### src/pdm_pkg.sv
// Package with constants and carrier types for the power-down mode controller.
package pdm_pkg;

    localparam logic [7:0]  OP_HALT       = 8'h7f;
    localparam logic [7:0]  OP_STOP       = 8'h6f;
    localparam logic [15:0] RESTART_ADDR  = 16'h0020;
    localparam logic [7:0]  TCU_RESET     = 8'hf8;
    localparam int          TCU_WDT_HALT  = 7;
    localparam int          TCU_STOP_DIS  = 3;
    localparam int          WDT_PRESCALE  = 64;
    localparam logic [15:0] WDT_RESET_VAL = 16'hffff;
    localparam int          DIV_BITS      = 3;

    // Oscillator start-up delay after a stop wake, in clock cycles.
    localparam int          OSC_START_CYC = 16;

    // Least low width of the recovery input, in nanoseconds.
    localparam int          MIN_LOW_NS    = 200;
    localparam int          CLK_PERIOD_NS = 40;
    localparam int          MIN_LOW_CYC   =
        (MIN_LOW_NS + CLK_PERIOD_NS - 1) / CLK_PERIOD_NS;

    // Power state of the device.
    typedef enum logic [1:0] {
        PDM_RUN,
        PDM_HALT,
        PDM_STOP,
        PDM_WAKE
    } pdm_state_e;

    // Instruction decode strobe from the core.
    typedef struct packed {
        logic       valid;
        logic [7:0] opcode;
    } pdm_decode_s;

    // Divided clock enables for the rest of the device.
    typedef struct packed {
        logic div2;
        logic div4;
        logic div8;
    } pdm_clk_en_s;

endpackage

### src/pdm_ctrl.sv
// Power-down mode controller: halt, stop, wake sources and clock shaping.
`timescale 1ns/100ps
// Summary of operation
// - Halt stops execution, gates core clock.
// - Timers and interrupts still clocked in halt.
// - Opcode 7F alone enters halt.
// - Interrupt wake resumes after halt opcode.
// - Reset or watchdog in halt restarts 0020H.
// - Stop shuts oscillator and system clock.
// - Opcode 6F alone requests stop.
// - Stop left only by reset or recovery.
// - Stop exit restarts 0020H, sets flag.
// - Flag unchanged by read; software clears.
// - Low wake input triggers recovery in stop.
// - Restart only after wake input high again.
// - Recovery wake keeps control register contents except stop-disable.
// - Oscillator glitch filter; divide-by-2/4/8 enables from clk.
// - Stop-disable bit makes stop a no-op.
// - Every stop wake sets stop-disable again.
// - Watchdog-in-halt bit gates halt resets.
module pdm_ctrl #(
    parameter int WDT_W = 16
) (
    input  wire logic                clk,
    input  wire logic                reset,
    input  wire pdm_pkg::pdm_decode_s decode,
    input  wire logic                irq_pending,
    input  wire logic                irq_enabled,
    input  wire logic                wdt_refresh,
    input  wire logic                tcu_write,
    input  wire logic [7:0]          tcu_wdata,
    input  wire logic                flag_clear,
    input  wire logic                wake_input_pin,
    input  wire logic                osc_input_pin,
    output logic                     osc_output_pin,
    output logic                     core_clk_en,
    output pdm_pkg::pdm_clk_en_s     periph_clk_en,
    output logic                     restart_req,
    output logic [15:0]              restart_addr,
    output logic                     irq_wake,
    output logic                     stop_flag,
    output logic                     wdt_flag,
    output logic [7:0]               timer_control_upper,
    output pdm_pkg::pdm_state_e      state
);

    localparam int DIV_BITS_L = pdm_pkg::DIV_BITS;
    logic [DIV_BITS_L-1:0] div_cnt;
    logic [2:0]            osc_filt;
    logic                  osc_clean;
    logic [5:0]            pre_cnt;
    logic [WDT_W-1:0]      watchdog_counter;
    logic [4:0]            start_cnt;
    logic [7:0]            low_cnt;
    logic                  low_seen;
    logic                  osc_run;
    logic                  halt_dec;
    logic                  stop_dec;
    logic                  wdt_expire;
    logic                  wdt_live;

    assign halt_dec = decode.valid && decode.opcode == pdm_pkg::OP_HALT
                      && state == pdm_pkg::PDM_RUN;
    assign stop_dec = decode.valid && decode.opcode == pdm_pkg::OP_STOP
                      && state == pdm_pkg::PDM_RUN;
    assign osc_run  = state != pdm_pkg::PDM_STOP;
    assign wdt_live = state == pdm_pkg::PDM_RUN ||
        (state == pdm_pkg::PDM_HALT &&
         timer_control_upper[pdm_pkg::TCU_WDT_HALT]);
    assign wdt_expire = wdt_live && periph_clk_en.div8 &&
        pre_cnt == 6'(pdm_pkg::WDT_PRESCALE - 1) &&
        watchdog_counter == '0;

    //--------------------------------------------------------------
    // Oscillator and clock shaping
    //--------------------------------------------------------------

    // The oscillator drives out only while not stopped; a majority
    // vote over three samples rejects single-cycle glitches.
    always_ff @(posedge clk) begin
        if (reset) begin
            osc_output_pin <= 1'b0;
            osc_filt       <= 3'h0;
        end else begin
            osc_output_pin <= osc_run ? ~osc_input_pin : 1'b0;
            osc_filt       <= {osc_filt[1:0], osc_output_pin};
        end
    end

    assign osc_clean = (osc_filt[0] & osc_filt[1]) |
                       (osc_filt[1] & osc_filt[2]) |
                       (osc_filt[0] & osc_filt[2]);

    // Divider counts clk cycles; the oscillator's own edges are kept
    // only as a filtered observation because the design has one clock.
    always_ff @(posedge clk) begin
        if (reset) begin
            div_cnt       <= '0;
            periph_clk_en <= '0;
        end else if (!osc_run) begin
            periph_clk_en <= '0;
        end else begin
            div_cnt            <= div_cnt + 1'b1;
            periph_clk_en.div2 <= div_cnt[0];
            periph_clk_en.div4 <= div_cnt[1:0] == 2'h3;
            periph_clk_en.div8 <= div_cnt == 3'h7;
        end
    end

    // Core clock enable runs only in the run state.
    always_ff @(posedge clk) begin
        if (reset) begin
            core_clk_en <= 1'b0;
        end else begin
            core_clk_en <= state == pdm_pkg::PDM_RUN && !halt_dec
                           && !(stop_dec && !timer_control_upper
                                [pdm_pkg::TCU_STOP_DIS]);
        end
    end

    //--------------------------------------------------------------
    // Watchdog counter
    //--------------------------------------------------------------

    // Ticks once every 64 divide-by-8 enables; frozen in stop.
    always_ff @(posedge clk) begin
        if (reset || wdt_refresh || wdt_expire) begin
            pre_cnt          <= '0;
            watchdog_counter <= WDT_W'(pdm_pkg::WDT_RESET_VAL);
        end else if (wdt_live && periph_clk_en.div8) begin
            pre_cnt <= pre_cnt + 1'b1;
            if (pre_cnt == 6'(pdm_pkg::WDT_PRESCALE - 1)) begin
                watchdog_counter <= watchdog_counter - 1'b1;
            end
        end
    end

    //--------------------------------------------------------------
    // Power state machine
    //--------------------------------------------------------------

    always_ff @(posedge clk) begin
        if (reset) begin
            state <= pdm_pkg::PDM_RUN;
        end else begin
            case (state)
                pdm_pkg::PDM_RUN: begin
                    if (halt_dec) begin
                        state <= pdm_pkg::PDM_HALT;
                    end else if (stop_dec && !timer_control_upper
                                 [pdm_pkg::TCU_STOP_DIS]) begin
                        state <= pdm_pkg::PDM_STOP;
                    end
                end
                pdm_pkg::PDM_HALT: begin
                    if (wdt_expire || (irq_pending && irq_enabled)) begin
                        state <= pdm_pkg::PDM_RUN;
                    end
                end
                pdm_pkg::PDM_STOP: begin
                    if (low_seen && wake_input_pin) begin
                        state <= pdm_pkg::PDM_WAKE;
                    end
                end
                default: begin
                    if (start_cnt == 5'(pdm_pkg::OSC_START_CYC - 1)) begin
                        state <= pdm_pkg::PDM_RUN;
                    end
                end
            endcase
        end
    end

    // Recovery low width and oscillator start-up counters.
    always_ff @(posedge clk) begin
        if (reset || state != pdm_pkg::PDM_STOP) begin
            low_cnt  <= '0;
            low_seen <= 1'b0;
        end else if (!wake_input_pin) begin
            if (low_cnt != 8'(pdm_pkg::MIN_LOW_CYC)) begin
                low_cnt <= low_cnt + 1'b1;
            end
            low_seen <= low_cnt >= 8'(pdm_pkg::MIN_LOW_CYC - 1);
        end else if (!low_seen) begin
            low_cnt <= '0;
        end
    end

    always_ff @(posedge clk) begin
        if (reset || state != pdm_pkg::PDM_WAKE) begin
            start_cnt <= '0;
        end else begin
            start_cnt <= start_cnt + 1'b1;
        end
    end

    //--------------------------------------------------------------
    // Restart, wake and flags
    //--------------------------------------------------------------

    // Restart at the fixed address after watchdog or stop wake.
    always_ff @(posedge clk) begin
        if (reset) begin
            restart_req  <= 1'b1;
            restart_addr <= pdm_pkg::RESTART_ADDR;
            irq_wake     <= 1'b0;
        end else begin
            restart_req  <= wdt_expire || (state == pdm_pkg::PDM_WAKE &&
                start_cnt == 5'(pdm_pkg::OSC_START_CYC - 1));
            restart_addr <= pdm_pkg::RESTART_ADDR;
            irq_wake     <= state == pdm_pkg::PDM_HALT && !wdt_expire
                            && irq_pending && irq_enabled;
        end
    end

    // Sticky flags: hardware set wins over a software clear. Reads
    // have no side effect since the flag is just a level.
    always_ff @(posedge clk) begin
        if (reset) begin
            stop_flag <= 1'b0;
            wdt_flag  <= 1'b0;
        end else begin
            if (state == pdm_pkg::PDM_WAKE) begin
                stop_flag <= 1'b1;
            end else if (flag_clear) begin
                stop_flag <= 1'b0;
            end
            if (wdt_expire) begin
                wdt_flag <= 1'b1;
            end else if (flag_clear) begin
                wdt_flag <= 1'b0;
            end
        end
    end

    // Control register is only reset by the pin, never by a recovery
    // wake; the wake does force stop-disable back on.
    always_ff @(posedge clk) begin
        if (reset) begin
            timer_control_upper <= pdm_pkg::TCU_RESET;
        end else if (state == pdm_pkg::PDM_WAKE) begin
            timer_control_upper[pdm_pkg::TCU_STOP_DIS] <= 1'b1;
        end else if (tcu_write) begin
            timer_control_upper <= {tcu_wdata[7:3], 3'h0};
        end
    end

    //--------------------------------------------------------------
    // Assertions
    //--------------------------------------------------------------

    property p_halt_entry;
        @(posedge clk) disable iff (reset)
        halt_dec |=> state == pdm_pkg::PDM_HALT ##1 !core_clk_en;
    endproperty
    a_halt_entry: assert property (p_halt_entry)
        else $error("Halt opcode did not halt the core.");

    property p_stop_nop;
        @(posedge clk) disable iff (reset)
        stop_dec && timer_control_upper[pdm_pkg::TCU_STOP_DIS]
            |=> state == pdm_pkg::PDM_RUN;
    endproperty
    a_stop_nop: assert property (p_stop_nop)
        else $error("Stop taken while disabled.");

    property p_stop_entry;
        @(posedge clk) disable iff (reset)
        stop_dec && !timer_control_upper[pdm_pkg::TCU_STOP_DIS]
            |=> state == pdm_pkg::PDM_STOP;
    endproperty
    a_stop_entry: assert property (p_stop_entry)
        else $error("Stop opcode did not enter stop.");

    property p_stop_frozen;
        @(posedge clk) disable iff (reset)
        state == pdm_pkg::PDM_STOP ##1 state == pdm_pkg::PDM_STOP
            |-> periph_clk_en == '0 && $stable(watchdog_counter);
    endproperty
    a_stop_frozen: assert property (p_stop_frozen)
        else $error("Clocks ran during stop.");

    property p_stop_exit;
        @(posedge clk) disable iff (reset)
        state == pdm_pkg::PDM_STOP && !low_seen
            |=> state == pdm_pkg::PDM_STOP;
    endproperty
    a_stop_exit: assert property (p_stop_exit)
        else $error("Stop left without recovery.");

    property p_wake_flags;
        @(posedge clk) disable iff (reset)
        state == pdm_pkg::PDM_WAKE |=> stop_flag &&
            timer_control_upper[pdm_pkg::TCU_STOP_DIS];
    endproperty
    a_wake_flags: assert property (p_wake_flags)
        else $error("Wake did not set flag and stop-disable.");

    property p_wake_restart;
        @(posedge clk) disable iff (reset)
        $rose(state == pdm_pkg::PDM_WAKE) |-> ##16 restart_req &&
            restart_addr == pdm_pkg::RESTART_ADDR;
    endproperty
    a_wake_restart: assert property (p_wake_restart)
        else $error("No restart after stop wake.");

    property p_halt_irq;
        @(posedge clk) disable iff (reset)
        state == pdm_pkg::PDM_HALT && !(irq_pending && irq_enabled)
            && !wdt_expire |=> state == pdm_pkg::PDM_HALT;
    endproperty
    a_halt_irq: assert property (p_halt_irq)
        else $error("Halt left without enabled interrupt.");

    property p_flag_hold;
        @(posedge clk) disable iff (reset)
        stop_flag && !flag_clear |=> stop_flag;
    endproperty
    a_flag_hold: assert property (p_flag_hold)
        else $error("Stop flag lost without clear.");

    c_halt_irq: cover property (@(posedge clk) disable iff (reset)
        state == pdm_pkg::PDM_HALT ##1 irq_wake);
    c_stop_wake: cover property (@(posedge clk) disable iff (reset)
        state == pdm_pkg::PDM_STOP ##1 state == pdm_pkg::PDM_WAKE);
    c_wdt_halt: cover property (@(posedge clk) disable iff (reset)
        state == pdm_pkg::PDM_HALT && wdt_expire);
    c_osc_filtered: cover property (@(posedge clk) disable iff (reset)
        osc_clean ##1 !osc_clean);

endmodule

### config.mk
export PLATFORM = sky130hd
export DESIGN_NAME = pdm_ctrl
export DESIGN_NICKNAME = d
export VERILOG_FILES = /design/src/pdm_pkg.sv /design/src/pdm_ctrl.sv
export SDC_FILE = /design/constraint.sdc
export NUM_CORES = 1
export LEC_CHECK = 0
export BUFFER_PORTS_ARGS = -buffer_cell sky130_fd_sc_hd__buf_2
export CAP_MARGIN = 0
export CORE_ASPECT_RATIO = 0.9
export CORE_MARGIN = 5
export CORE_UTILIZATION = 47
export CTS_CLUSTER_SIZE = 28
export DETAILED_ROUTE_END_ITERATION = 6
export GPL_ROUTABILITY_DRIVEN = 0
export PLACE_DENSITY = 0.83
export SYNTH_ARGS = -nofsm -noshare
export SYNTH_HDL_FRONTEND = slang
export SYNTH_SLANG_ARGS = --single-unit
### constraint.sdc
create_clock -name clk -period 1.48 [get_ports clk]
set_input_delay 0.148 -clock clk [delete_from_list [all_inputs] [get_ports clk]]
set_output_delay 0.148 -clock clk [all_outputs]
set_load 0.05 [all_outputs]
==> metrics.cfg, run 1 <==
[final_layout]
post-route-util_pct=67.8
nets=449
layout_commonest_cell=buf_4
insertedDiodeCount=0
mostFrequentLayoutCells=buf_4, dfxtp_1, buf_2, nor2_1, conb_1
fin_area_sq_um=3860
syn_to_final_growth_pct=40.4
drive_above_1_share_pct=43.2

[clock_tree]
htree_levels=2
cts_buffers=5
cts_tree=done
cts_num_sinks=55
cts.clk_slew.worst_paths_ns=0.11
cts_buffer_depth=2
clk_latency_ns=0.32
cts-root-buf=clkbuf_8

[synthesis]
synthAdderAreaFrac_pct=4.55
async_reset_ff_share_pct=0
synthDistinctLibCells=50
synth_edf_count=0
synth-simple-area-share_pct=28.1
synth.area.mux_share_pct=1.09
yosys_most_used_dff=dfxtp_1
ys.warnings.count=0
seq_area_frac_synth_pct=40.0
synth_compound_area_share_pct=14.2
synth.cell_area_sq_um=2750
ys_ff_latch=55
synth_top_family_by_area=simple AND/OR/NAND/NOR gates
synth_cells=312
synth_xor_area_share_pct=3.18
synth.avg_cell_area_sq_um=8.82

[routing]
drcViolationCount=0
dr.pass1.iters=4
routed_wl_microns=7750
wire_per_inst_microns=16.0
vias=2745
via_per_inst=5.67
drtIter0Drc=136
antenna_left=0

[timing]
worst_slack_ns=-0.185
fmaxAchievable_mhz=600
hold_viol=0
setup_viol=33
tightest_slew_ns=0.514
period_needed_ns=1.67
timing.final.crit_share_pct=113
drv_slew=0
rsz0062_at_grt=yes
relSlewSlack_pct=65.5
finClkSkew_ns=0.00887

[hold_path]
hold-path-endpoint=timer_control_upper[3]$_SDFFE_PP1P_
hold_class=in2reg
hold_path_startpoint=tcu_wdata[3]
min_path_cells=3

[status]
outcome=finished with violations
violations=negative setup slack

[power]
p_leak_uw=0.00158
power.density_nw_per_um2=702
power_uw=2710
max-vdd-ir-drop_v=0.000621

[placement]
hpwl_microns=4980
placed_area_sq_um=3390
port_buffers=38

[setup_path]
path_max_fanout=4
start_kind=register
worstPathRequired_ns=1.69
cp_slowest_cell=dfxtp_2
arrival_ns=1.88
path_cells=inv_2, ha_4, nor3b_4, buf_4, and4_4, nor2_1, o311ai_1
reg2reg_from=watchdog_counter[1]$_SDFFE_PP1P_
max_stage_delay_ns=0.34
reg2regPathDepth=7
rr_endpoint=watchdog_counter[4]$_SDFFE_PP1P_
path_class=reg2reg
end_kind=register
ff2ff_setup_slack_ns=-0.19

[floorplanning]
core-area_sq_um=5690
chipWidth_microns=90.7
die_h_microns=82.6
initial_core_util_pct=48.3
die-area_sq_um=7490
num_rows=26
ioPinCount=61

[global_route]
grt_pass1_wl_microns=12000
grt_max_degree=22
use_met3_pct=4.53
grtUsageMet1_pct=22.2
grt_pass1_vias=2645
grt_use_total_pct=19.7
use_met2_pct=36.1
gr-total-overflow=0
antenna_found_initial=0
busiest_layer=met2

[flow_run]
drv_cap=0

-- cells in the mapped netlist, drive strengths merged, types with 6 or more instances --
library cell / count / share of area [%]
a21oi: 13 / 2.4
and2: 7 / 1.6
and3: 7 / 1.6
and4: 6 / 1.9
buf: 23 / 6.1
clkbuf: 7 / 0.96
dfxtp: 55 / 40
ha: 10 / 4.5
inv: 11 / 1.5
nand2: 20 / 2.7
nand2b: 8 / 1.8
nand3: 15 / 2.7
nand4: 8 / 2.0
nor2: 27 / 3.7
nor3: 10 / 2.2
o21ai: 8 / 1.5
o31ai: 14 / 4.0
or4: 10 / 2.9
xnor2: 7 / 2.2
-- registers in the layout (all words and copies together), names as in the netlist, 2 cells and up --
signal               cells
timer_control_upper      5
low_cnt                  8
state                    2
div_cnt                  3
watchdog_counter        16
pre_cnt                  6
start_cnt                5
periph_clk_en            3
-- layout make-up --
| type | count | area [sq um] |
|---|---|---|
| Clock buffer | 5 | 68.8 |
| Clock inverter | 3 | 25.0 |
| Fill cell | 409 | 1830 |
| Inverter | 11 | 41.3 |
| Multi-Input combinational cell | 233 | 1760 |
| Sequential cell | 55 | 1120 |
| Tap cell | 70 | 87.6 |
| Timing Repair Buffer | 107 | 763 |
-- per-stage QoR --
step,setup TNS [ns],hold WS [ns],cells,setup slack (ns)
after CTS,-2.42,0.0587,480,-0.148
after global placement,-1.01,0.313,464,-0.0950
final,-3.64,0.0661,484,-0.185
after detailed placement,-1.80,0.316,464,-0.130
after floorplan,-0.385,0.227,329,-0.0740
after global routing,-5.31,0.0480,484,-0.227
-- worst max-delay path: cells and delay by family (launching register included) --
family / cells / cell delay, ns
simple gates: 3 / 0.61
flops: 1 / 0.34
compound gates: 1 / 0.27
buf+inv: 2 / 0.22
fa+ha+maj: 1 / 0.13
-- what timing repair did --
action | 4_1_cts | 5_1_grt
cloned | 1 | 1
hold endpoints to repair | 1 | 0
setup buffers | 6 | 3
endpoints found under the setup margin | 31 | 34
hold buffers | 1 | 0
resized for setup | 43 | 31
pin swaps | 14 | 12
-- worst max path at each step --
stage | start | end | slack, ns | cells past startpoint
after global placement | low_cnt[3]$_SDFFE_PP0P_ | low_cnt[3]$_SDFFE_PP0P_ | -0.1 | 5
after detailed placement | low_cnt[3]$_SDFFE_PP0P_ | low_cnt[3]$_SDFFE_PP0P_ | -0.13 | 5
final | watchdog_counter[1]$_SDFFE_PP1P_ | watchdog_counter[4]$_SDFFE_PP1P_ | -0.19 | 7
after CTS | low_cnt[3]$_SDFFE_PP0P_ | low_cnt[6]$_SDFFE_PP0P_ | -0.15 | 5
after global routing | watchdog_counter[1]$_SDFFE_PP1P_ | watchdog_counter[4]$_SDFFE_PP1P_ | -0.23 | 7
after floorplan | low_cnt[3]$_SDFFE_PP0P_ | low_cnt[6]$_SDFFE_PP0P_ | -0.07 | 5
-- per-layer routing --
| metal | wire length [microns] | share of wire [%] |
|---|---|---|
| met5 | 0 | 0 |
| met4 | 230 | 3.0 |
| met3 | 555 | 7.2 |
| met2 | 3900 | 50 |
| met1 | 3060 | 40 |
-- logic make-up (layout without fill, tap and decap cells) --
kind of cell    Yosys count  after routing
buf+inv                  41            126
xor+xnor                 10             10
other cells               2             19
flops                    55             55
compound gates           55             55
simple gates            136            136
fa+ha+maj                10             10
mux                       3              3
-- power breakdown --
group          switching, uW  total (uW)  internal, uW
Combinational            242         328          85.9
Sequential              11.6        1510          1500
Clock                    533         873           340
Total                    787        2710          1930
Note: power is estimated with default switching activity, not from simulation.
==> run 2, diff against run 1 <==
--- a/config.mk
+++ b/config.mk
@@ -7,10 +7,8 @@
 export LEC_CHECK = 0
 export BUFFER_PORTS_ARGS = -buffer_cell sky130_fd_sc_hd__buf_2
 export CAP_MARGIN = 0
-export CORE_ASPECT_RATIO = 0.9
 export CORE_MARGIN = 5
 export CORE_UTILIZATION = 47
-export CTS_CLUSTER_SIZE = 28
 export DETAILED_ROUTE_END_ITERATION = 6
 export GPL_ROUTABILITY_DRIVEN = 0
 export PLACE_DENSITY = 0.83
==> run 2 against run 1 <==
Against the previous run:
- the run still ends with negative setup slack left
- clock power decreased by 3.1%
- via count increased by 0.84%
- cell count increased by 0.62%
- routed wire length decreased by 2.1%
- combinational power decreased by 4%
- critical path type unchanged
- highest routed layer unchanged
==> metrics.cfg, run 2 (synthesis gave the netlist of run 1 again) <==
[final_layout]
layout_commonest_cell=buf_4
post-route-util_pct=67.9  ; +0.092 points
nets=450  ; +0.22%
regMostFlops=watchdog_counter
reg.largest.list=watchdog_counter x16, low_cnt x8, pre_cnt x6
drive_above_1_share_pct=41.0  ; -2.3 points
insertedDiodeCount=0  ; unchanged
syn_to_final_growth_pct=38.5
largest_reg_flops=16  ; unchanged
mostFrequentLayoutCells=buf_4, dfxtp_1, buf_2, nor2_1, conb_1

[floorplanning]
core-area_sq_um=5610  ; -1.5%
initial_core_util_pct=49.1  ; +0.73 points
chipWidth_microns=86.5  ; -4.6%
die_h_microns=86.5  ; +4.8%
num_rows=27  ; +3.8%
die-area_sq_um=7480  ; about the same
ioPinCount=61  ; unchanged

[setup_path]
path_class=reg2reg
arrival_ns=1.95  ; +0.07 ns
end_kind=register
worstPathRequired_ns=1.74  ; +0.05 ns
start_kind=register
path_max_fanout=3  ; -1

[timing]
timing.final.crit_share_pct=114  ; +1.5 points
drv_slew=0  ; unchanged
hold_viol=0  ; unchanged
period_needed_ns=1.69  ; +0.0220 ns
fmaxAchievable_mhz=593  ; -1.3%
rsz0062_at_grt=yes
finClkSkew_ns=0.0135  ; +0.00461 ns
hold_ws_ns=0.0678  ; +0.00170 ns
setup_tns_ns=-2.83  ; +0.817 ns
relSlewSlack_pct=62.4  ; -3.1 points
worst_slack_ns=-0.207  ; -0.0220 ns
setup_viol=30  ; -9.1%
tightest_slew_ns=0.561  ; +0.0462 ns

[routing]
dr.pass1.iters=5  ; +1
routed_wl_microns=7580  ; -2.1%
vias=2768  ; +0.84%
wire_per_inst_microns=15.6  ; -2.7%
drtIter0Drc=179  ; +32%
antenna_left=0  ; unchanged
drcViolationCount=0  ; unchanged
via_per_inst=5.68  ; +0.22%

[global_route]
grt_pass1_wl_microns=11000  ; -8.7%
grt_max_degree=22  ; unchanged
gr-total-overflow=0  ; unchanged
grt_use_total_pct=17.9  ; -1.8 points
antenna_found_initial=0  ; unchanged
grt_pass1_vias=2535  ; -4.2%

[flow_run]
drv_cap=0  ; unchanged

[clock_tree]
cts.clk_slew.worst_paths_ns=0.10  ; about the same
clk_latency_ns=0.31  ; about the same
cts_num_sinks=55  ; unchanged
cts_buffer_depth=2  ; unchanged
cts_buffers=5  ; unchanged
htree_levels=2  ; unchanged
cts-root-buf=clkbuf_8
cts_tree=done

[placement]
port_buffers=38  ; unchanged
pre_cts_ws_ns=-0.151  ; -0.0203 ns
hpwl_microns=4950  ; -0.70%

[power]
max-vdd-ir-drop_v=0.000596  ; -4.0%
p_leak_uw=0.00158  ; +0.12%
power.density_nw_per_um2=702  ; about the same

[hold_path]
hold_class=in2reg

[status]
violations=negative setup slack
outcome=finished with violations

run 2: cell types whose count changed in the layout (fill, tap and decap cells not counted), moves of 3 or more:
cell     before  now
nand3_1       5   10
nand3_2       6    2
o31ai_2       3    0
o31ai_1       9   12
run 2: cell type report:
| type | instances | area, sq um |
|---|---|---|
| Fill cell | 421 | 1800 |
| Multi-Input combinational cell | 233 | 1710 |
| Sequential cell | 55 | 1120 |
| Timing Repair Buffer | 108 | 761 |
| Tap cell | 72 | 90.1 |
| Clock buffer | 6 | 72.6 |
| Inverter | 11 | 41.3 |
| Clock inverter | 2 | 17.5 |
run 2: what timing repair did:
item,CTS,global route
pin swaps,11,8
hold endpoints to repair,1,0
hold buffers,1,0
endpoints found under the setup margin,31,33
gates resized for setup,31,27
buffers inserted,3,7
run 2: per-layer routing:
layer  vias to the layer above  share of wire, %  global-route usage, %  routed length (microns)
met5                         -                 0                      0                        0
met2                       137                51                   32.6                     3880
li1                       1301                 -                      -                        -
met3                        43               6.2                   3.71                      472
met1                      1287                39                   20.7                     2930
met4                         0               3.9                   5.67                      299
run 2: stage by stage:
stage | power [uW] | area (sq um) | instances
after detailed placement | 1840 | 3410 | 469
after global routing | 2750 | 3810 | 487
after global placement | 1840 | 3410 | 469
after CTS | 2670 | 3630 | 481
final | 2670 | 3810 | 487
after floorplan | 1810 | 2880 | 329
run 2: report_power, final:
part           internal (uW)  switching (uW)  leakage, uW  total, uW
logic                   80.5             236      0.00108        316
clock network            341             505    0.0000454        846
registers               1500            13.0     0.000448       1510
run 2: worst paths after layout:
kind,startpoint,end,slack [ns],cells after the start
worst max-delay path,watchdog_counter[13]$_SDFFE_PP1P_,watchdog_counter[15]$_SDFFE_PP1P_,-0.21,5
worst min-delay path,tcu_wdata[3],timer_control_upper[3]$_SDFFE_PP1P_,0.07,3
worst max register to register,watchdog_counter[13]$_SDFFE_PP1P_,watchdog_counter[15]$_SDFFE_PP1P_,-0.21,5
worst min register to register,start_cnt[0]$_SDFF_PP0_,start_cnt[0]$_SDFF_PP0_,0.46,1
run 2: worst max-delay path, stage by stage (launching register included):
cell	delay, ns
dfxtp_1	0.35
buf_4	0.16
nor4_1	0.39
nand3b_1	0.19
or4_1	0.44
nand3_1	0.11
==> run 3, diff against run 2 <==
--- a/config.mk
+++ b/config.mk
@@ -5,6 +5,7 @@
 export SDC_FILE = /design/constraint.sdc
 export NUM_CORES = 1
 export LEC_CHECK = 0
+export ABC_AREA = 1
 export BUFFER_PORTS_ARGS = -buffer_cell sky130_fd_sc_hd__buf_2
 export CAP_MARGIN = 0
 export CORE_MARGIN = 5
==> run 3 against run 2 <==
Against the previous run:
- the flow still finishes with violations (negative setup slack)
- first-iteration DRC count fell by 33%
- routed wire length fell by 21%
- sequential cell count did not move
- power rose by 37%
- cell count rose by 8.6%
- clock-buffer cell count fell by 1
- critical path type unchanged
- highest routed layer unchanged
==> metrics.cfg, run 3 <==
[floorplanning]
chipWidth_microns=87.5  ; +1.2%
die_h_microns=87.5  ; +1.2%
core-area_sq_um=5890  ; +5.0%
num_rows=28  ; +3.7%
initial_core_util_pct=48.0  ; -1.1 points
die-area_sq_um=7660  ; +2.4%
ioPinCount=61  ; unchanged

[setup_path]
path_cells=ha_4, nand2_2, nor2_2, ha_2, nor2_2, a31oi_1, nand2_1, inv_1, nand3_1, nand2_1, nor2_1
arrival_ns=1.72  ; -0.23 ns
path_class=reg2reg
ff2ff_setup_slack_ns=-0.02  ; +0.19 ns
rr_endpoint=state[1]$_SDFFE_PP0P_
max_stage_delay_ns=0.37  ; -0.07 ns
reg2reg_from=start_cnt[0]$_SDFF_PP0_
worstPathRequired_ns=1.70  ; -0.04 ns
end_kind=register
crit_buf_inv=1  ; unchanged
path_delay_family=simple AND/OR/NAND/NOR gates
reg2regPathDepth=11  ; +6
path_max_fanout=2  ; -1
cp_slowest_cell=dfxtp_2
start_kind=register

[timing]
hold_viol=0  ; unchanged
worst_slack_ns=-0.0195  ; +0.188 ns
timing.final.crit_share_pct=101  ; -13 points
finClkSkew_ns=0.0106  ; -0.00283 ns
setup_tns_ns=-0.0465  ; +2.78 ns
fmaxAchievable_mhz=667  ; +13%
drv_slew=0  ; unchanged
setup_viol=3  ; -90%
rsz0062_at_grt=yes
period_needed_ns=1.50  ; -0.188 ns

[routing]
antenna_left=0  ; unchanged
drtIter0Drc=120  ; -33%
dr.pass1.iters=4  ; -1
routed_wl_microns=5980  ; -21%
wire_per_inst_microns=11.3  ; -27%
drcViolationCount=0  ; unchanged
vias=2588  ; -6.5%
via_per_inst=4.89  ; -14%

[final_layout]
drive_above_1_share_pct=25.6  ; -15 points
regMostFlops=watchdog_counter
nets=489  ; +8.7%
largest_reg_flops=16  ; unchanged
nFillCells=516  ; +23%
layout_commonest_cell=nand2_1
reg.largest.list=watchdog_counter x16, low_cnt x8, pre_cnt x6
insertedDiodeCount=0  ; unchanged
fin_area_sq_um=3440  ; -9.8%
syn_to_final_growth_pct=21.6
mostFrequentLayoutCells=nand2_1, nor2_1, dfxtp_1, inv_1, buf_2
final_cells=529  ; +8.6%

[synthesis]
yosysTopAreaCellShare_pct=39.0  ; -1.0 points
synthDistinctLibCells=36  ; -28%
yosys_most_used_dff=dfxtp_1
synth.avg_cell_area_sq_um=7.19  ; -18%
synth_xor_area_share_pct=2.17  ; -1.0 points
synth_area_leaders=dfxtp_1, nand2_1, nor2_1, nand3_1, inv_1
synth.area.mux_share_pct=0  ; -1.1 points
synth.most_common_cell=nand2_1
synthAdderAreaFrac_pct=4.43  ; -0.12 points
synth_common_cells=nand2_1, nor2_1, dfxtp_1, inv_1, nand3_1
synth.cell_area_sq_um=2830  ; +2.7%
ys.warnings.count=0  ; unchanged
synth_compound_area_share_pct=7.75  ; -6.5 points
synth_top_area_cell=dfxtp_1
async_reset_ff_share_pct=0  ; unchanged
synth-simple-area-share_pct=34.4  ; +6.3 points
synth_top_family_by_area=simple AND/OR/NAND/NOR gates
synth_edf_count=0  ; unchanged
seq_area_frac_synth_pct=39.0  ; -1.0 points
synth_cells=393  ; +26%
ys_ff_latch=55  ; unchanged

[hold_path]
min_path_cells=3  ; unchanged
hold-path-endpoint=timer_control_upper[5]$_SDFFE_PP1P_
hold_class=in2reg
hold_path_startpoint=tcu_wdata[5]

[global_route]
gr-total-overflow=0  ; unchanged
grt_max_degree=18  ; -18%
antenna_found_initial=0  ; unchanged
grt_use_total_pct=16.4  ; -1.5 points
grt_pass1_wl_microns=10300  ; -6.4%
grt_pass1_vias=2497  ; -1.5%

[status]
violations=negative setup slack
outcome=finished with violations

[clock_tree]
cts.clk_slew.worst_paths_ns=0.10  ; about the same
clk_latency_ns=0.31  ; about the same
htree_levels=2  ; unchanged
cts_buffers=5  ; unchanged
cts_tree=done
cts_num_sinks=55  ; unchanged
cts_buffer_depth=2  ; unchanged
cts-root-buf=clkbuf_8

[power]
power.density_nw_per_um2=1060  ; +51%
p_leak_uw=0.00154  ; -2.6%
power_uw=3650  ; +37%
max-vdd-ir-drop_v=0.000691  ; +16%

[placement]
port_buffers=38  ; unchanged
dpl.cell_count=518  ; +10%
hpwl_microns=4540  ; -8.2%
placed_area_sq_um=3160  ; -7.6%

[flow_run]
drv_cap=0  ; unchanged

==> run 3: repair_timing <==
item | in CTS | in global routing
pin swaps | 5 | 11
setup endpoints to repair | 7 | 32
resized for setup | 13 | 28
setup buffers | 1 | 1
cloned | 0 | 0
hold buffers | 1 | 0
endpoints found under the hold margin | 1 | 0
==> run 3: power by group <==
group | switching (uW) | internal [uW]
logic | 607 | 211
registers | 70.9 | 1590
clock network | 502 | 675
total | 1180 | 2470
==> run 3: final cells by class <==
type | instances | area (sq um) | share of cell area [%]
Clock buffer | 5 | 68.8 | 2.00
Multi-Input combinational cell | 288 | 1550 | 45.2
Sequential cell | 55 | 1120 | 32.6
Timing Repair Buffer | 58 | 354 | 10.3
Tap cell | 75 | 93.8 | 2.73
Inverter | 45 | 179 | 5.21
Clock inverter | 3 | 67.6 | 1.97
==> run 3: layer usage <==
metal	global-route usage, %	routed length, microns	up-vias	part of all wire, %
li1	-	-	1331	-
met1	17.5	2400	1185	40
met2	30.1	3100	62	52
met3	4.89	376	10	6.3
met4	6.28	102	0	1.7
met5	0	0	-	0
==> run 3: worst register-to-register path, cell delays in order, from the launching register on <==
cell and delay, ns:
dfxtp_2 0.37, ha_4 0.14, nand2_2 0.06, nor2_2 0.09, ha_2 0.20, nor2_2 0.04, a31oi_1 0.13, nand2_1 0.10
inv_1 0.09, nand3_1 0.07, nand2_1 0.08, nor2_1 0.04
==> run 3: worst max-delay path by stage <==
stage / startpoint / to / cells after the start
5_1_grt: pre_cnt[1]$_SDFFE_PP0P_ / pre_cnt[2]$_SDFFE_PP0P_ / 10
2_1_floorplan: state[1]$_SDFFE_PP0P_ / watchdog_counter[2]$_SDFFE_PP1P_ / 8
3_5_place_dp: start_cnt[0]$_SDFF_PP0_ / state[1]$_SDFFE_PP0P_ / 11
6_report: start_cnt[0]$_SDFF_PP0_ / state[1]$_SDFFE_PP0P_ / 11
4_1_cts: pre_cnt[0]$_SDFFE_PP0P_ / watchdog_counter[2]$_SDFFE_PP1P_ / 7
3_3_place_gp: pre_cnt[0]$_SDFFE_PP0P_ / watchdog_counter[13]$_SDFFE_PP1P_ / 8
==> run 3: through the flow <==
stage | utilization (%) | worst slack [ns] | hold WS [ns]
3_5_place_dp | 53.6 | -0.0334 | 0.316
5_1_grt | 58.4 | -0.125 | 0.0386
4_1_cts | 56.8 | -0.00256 | 0.0315
2_1_floorplan | - | 0.00202 | 0.220
6_report | 58.4 | -0.0195 | 0.0335
3_3_place_gp | 53.6 | 0.0357 | 0.306
==> run 3: cell families (layout without fill, tap and decap cells) <==
kind of cell	Yosys count	in the layout
adders and majority gates	10	10
and+or+nand+nor	215	215
AOI/OAI and AO/OA	37	37
buffers and inverters	67	111
DFF	55	55
xor gates and xnor gates	7	7
other	2	19
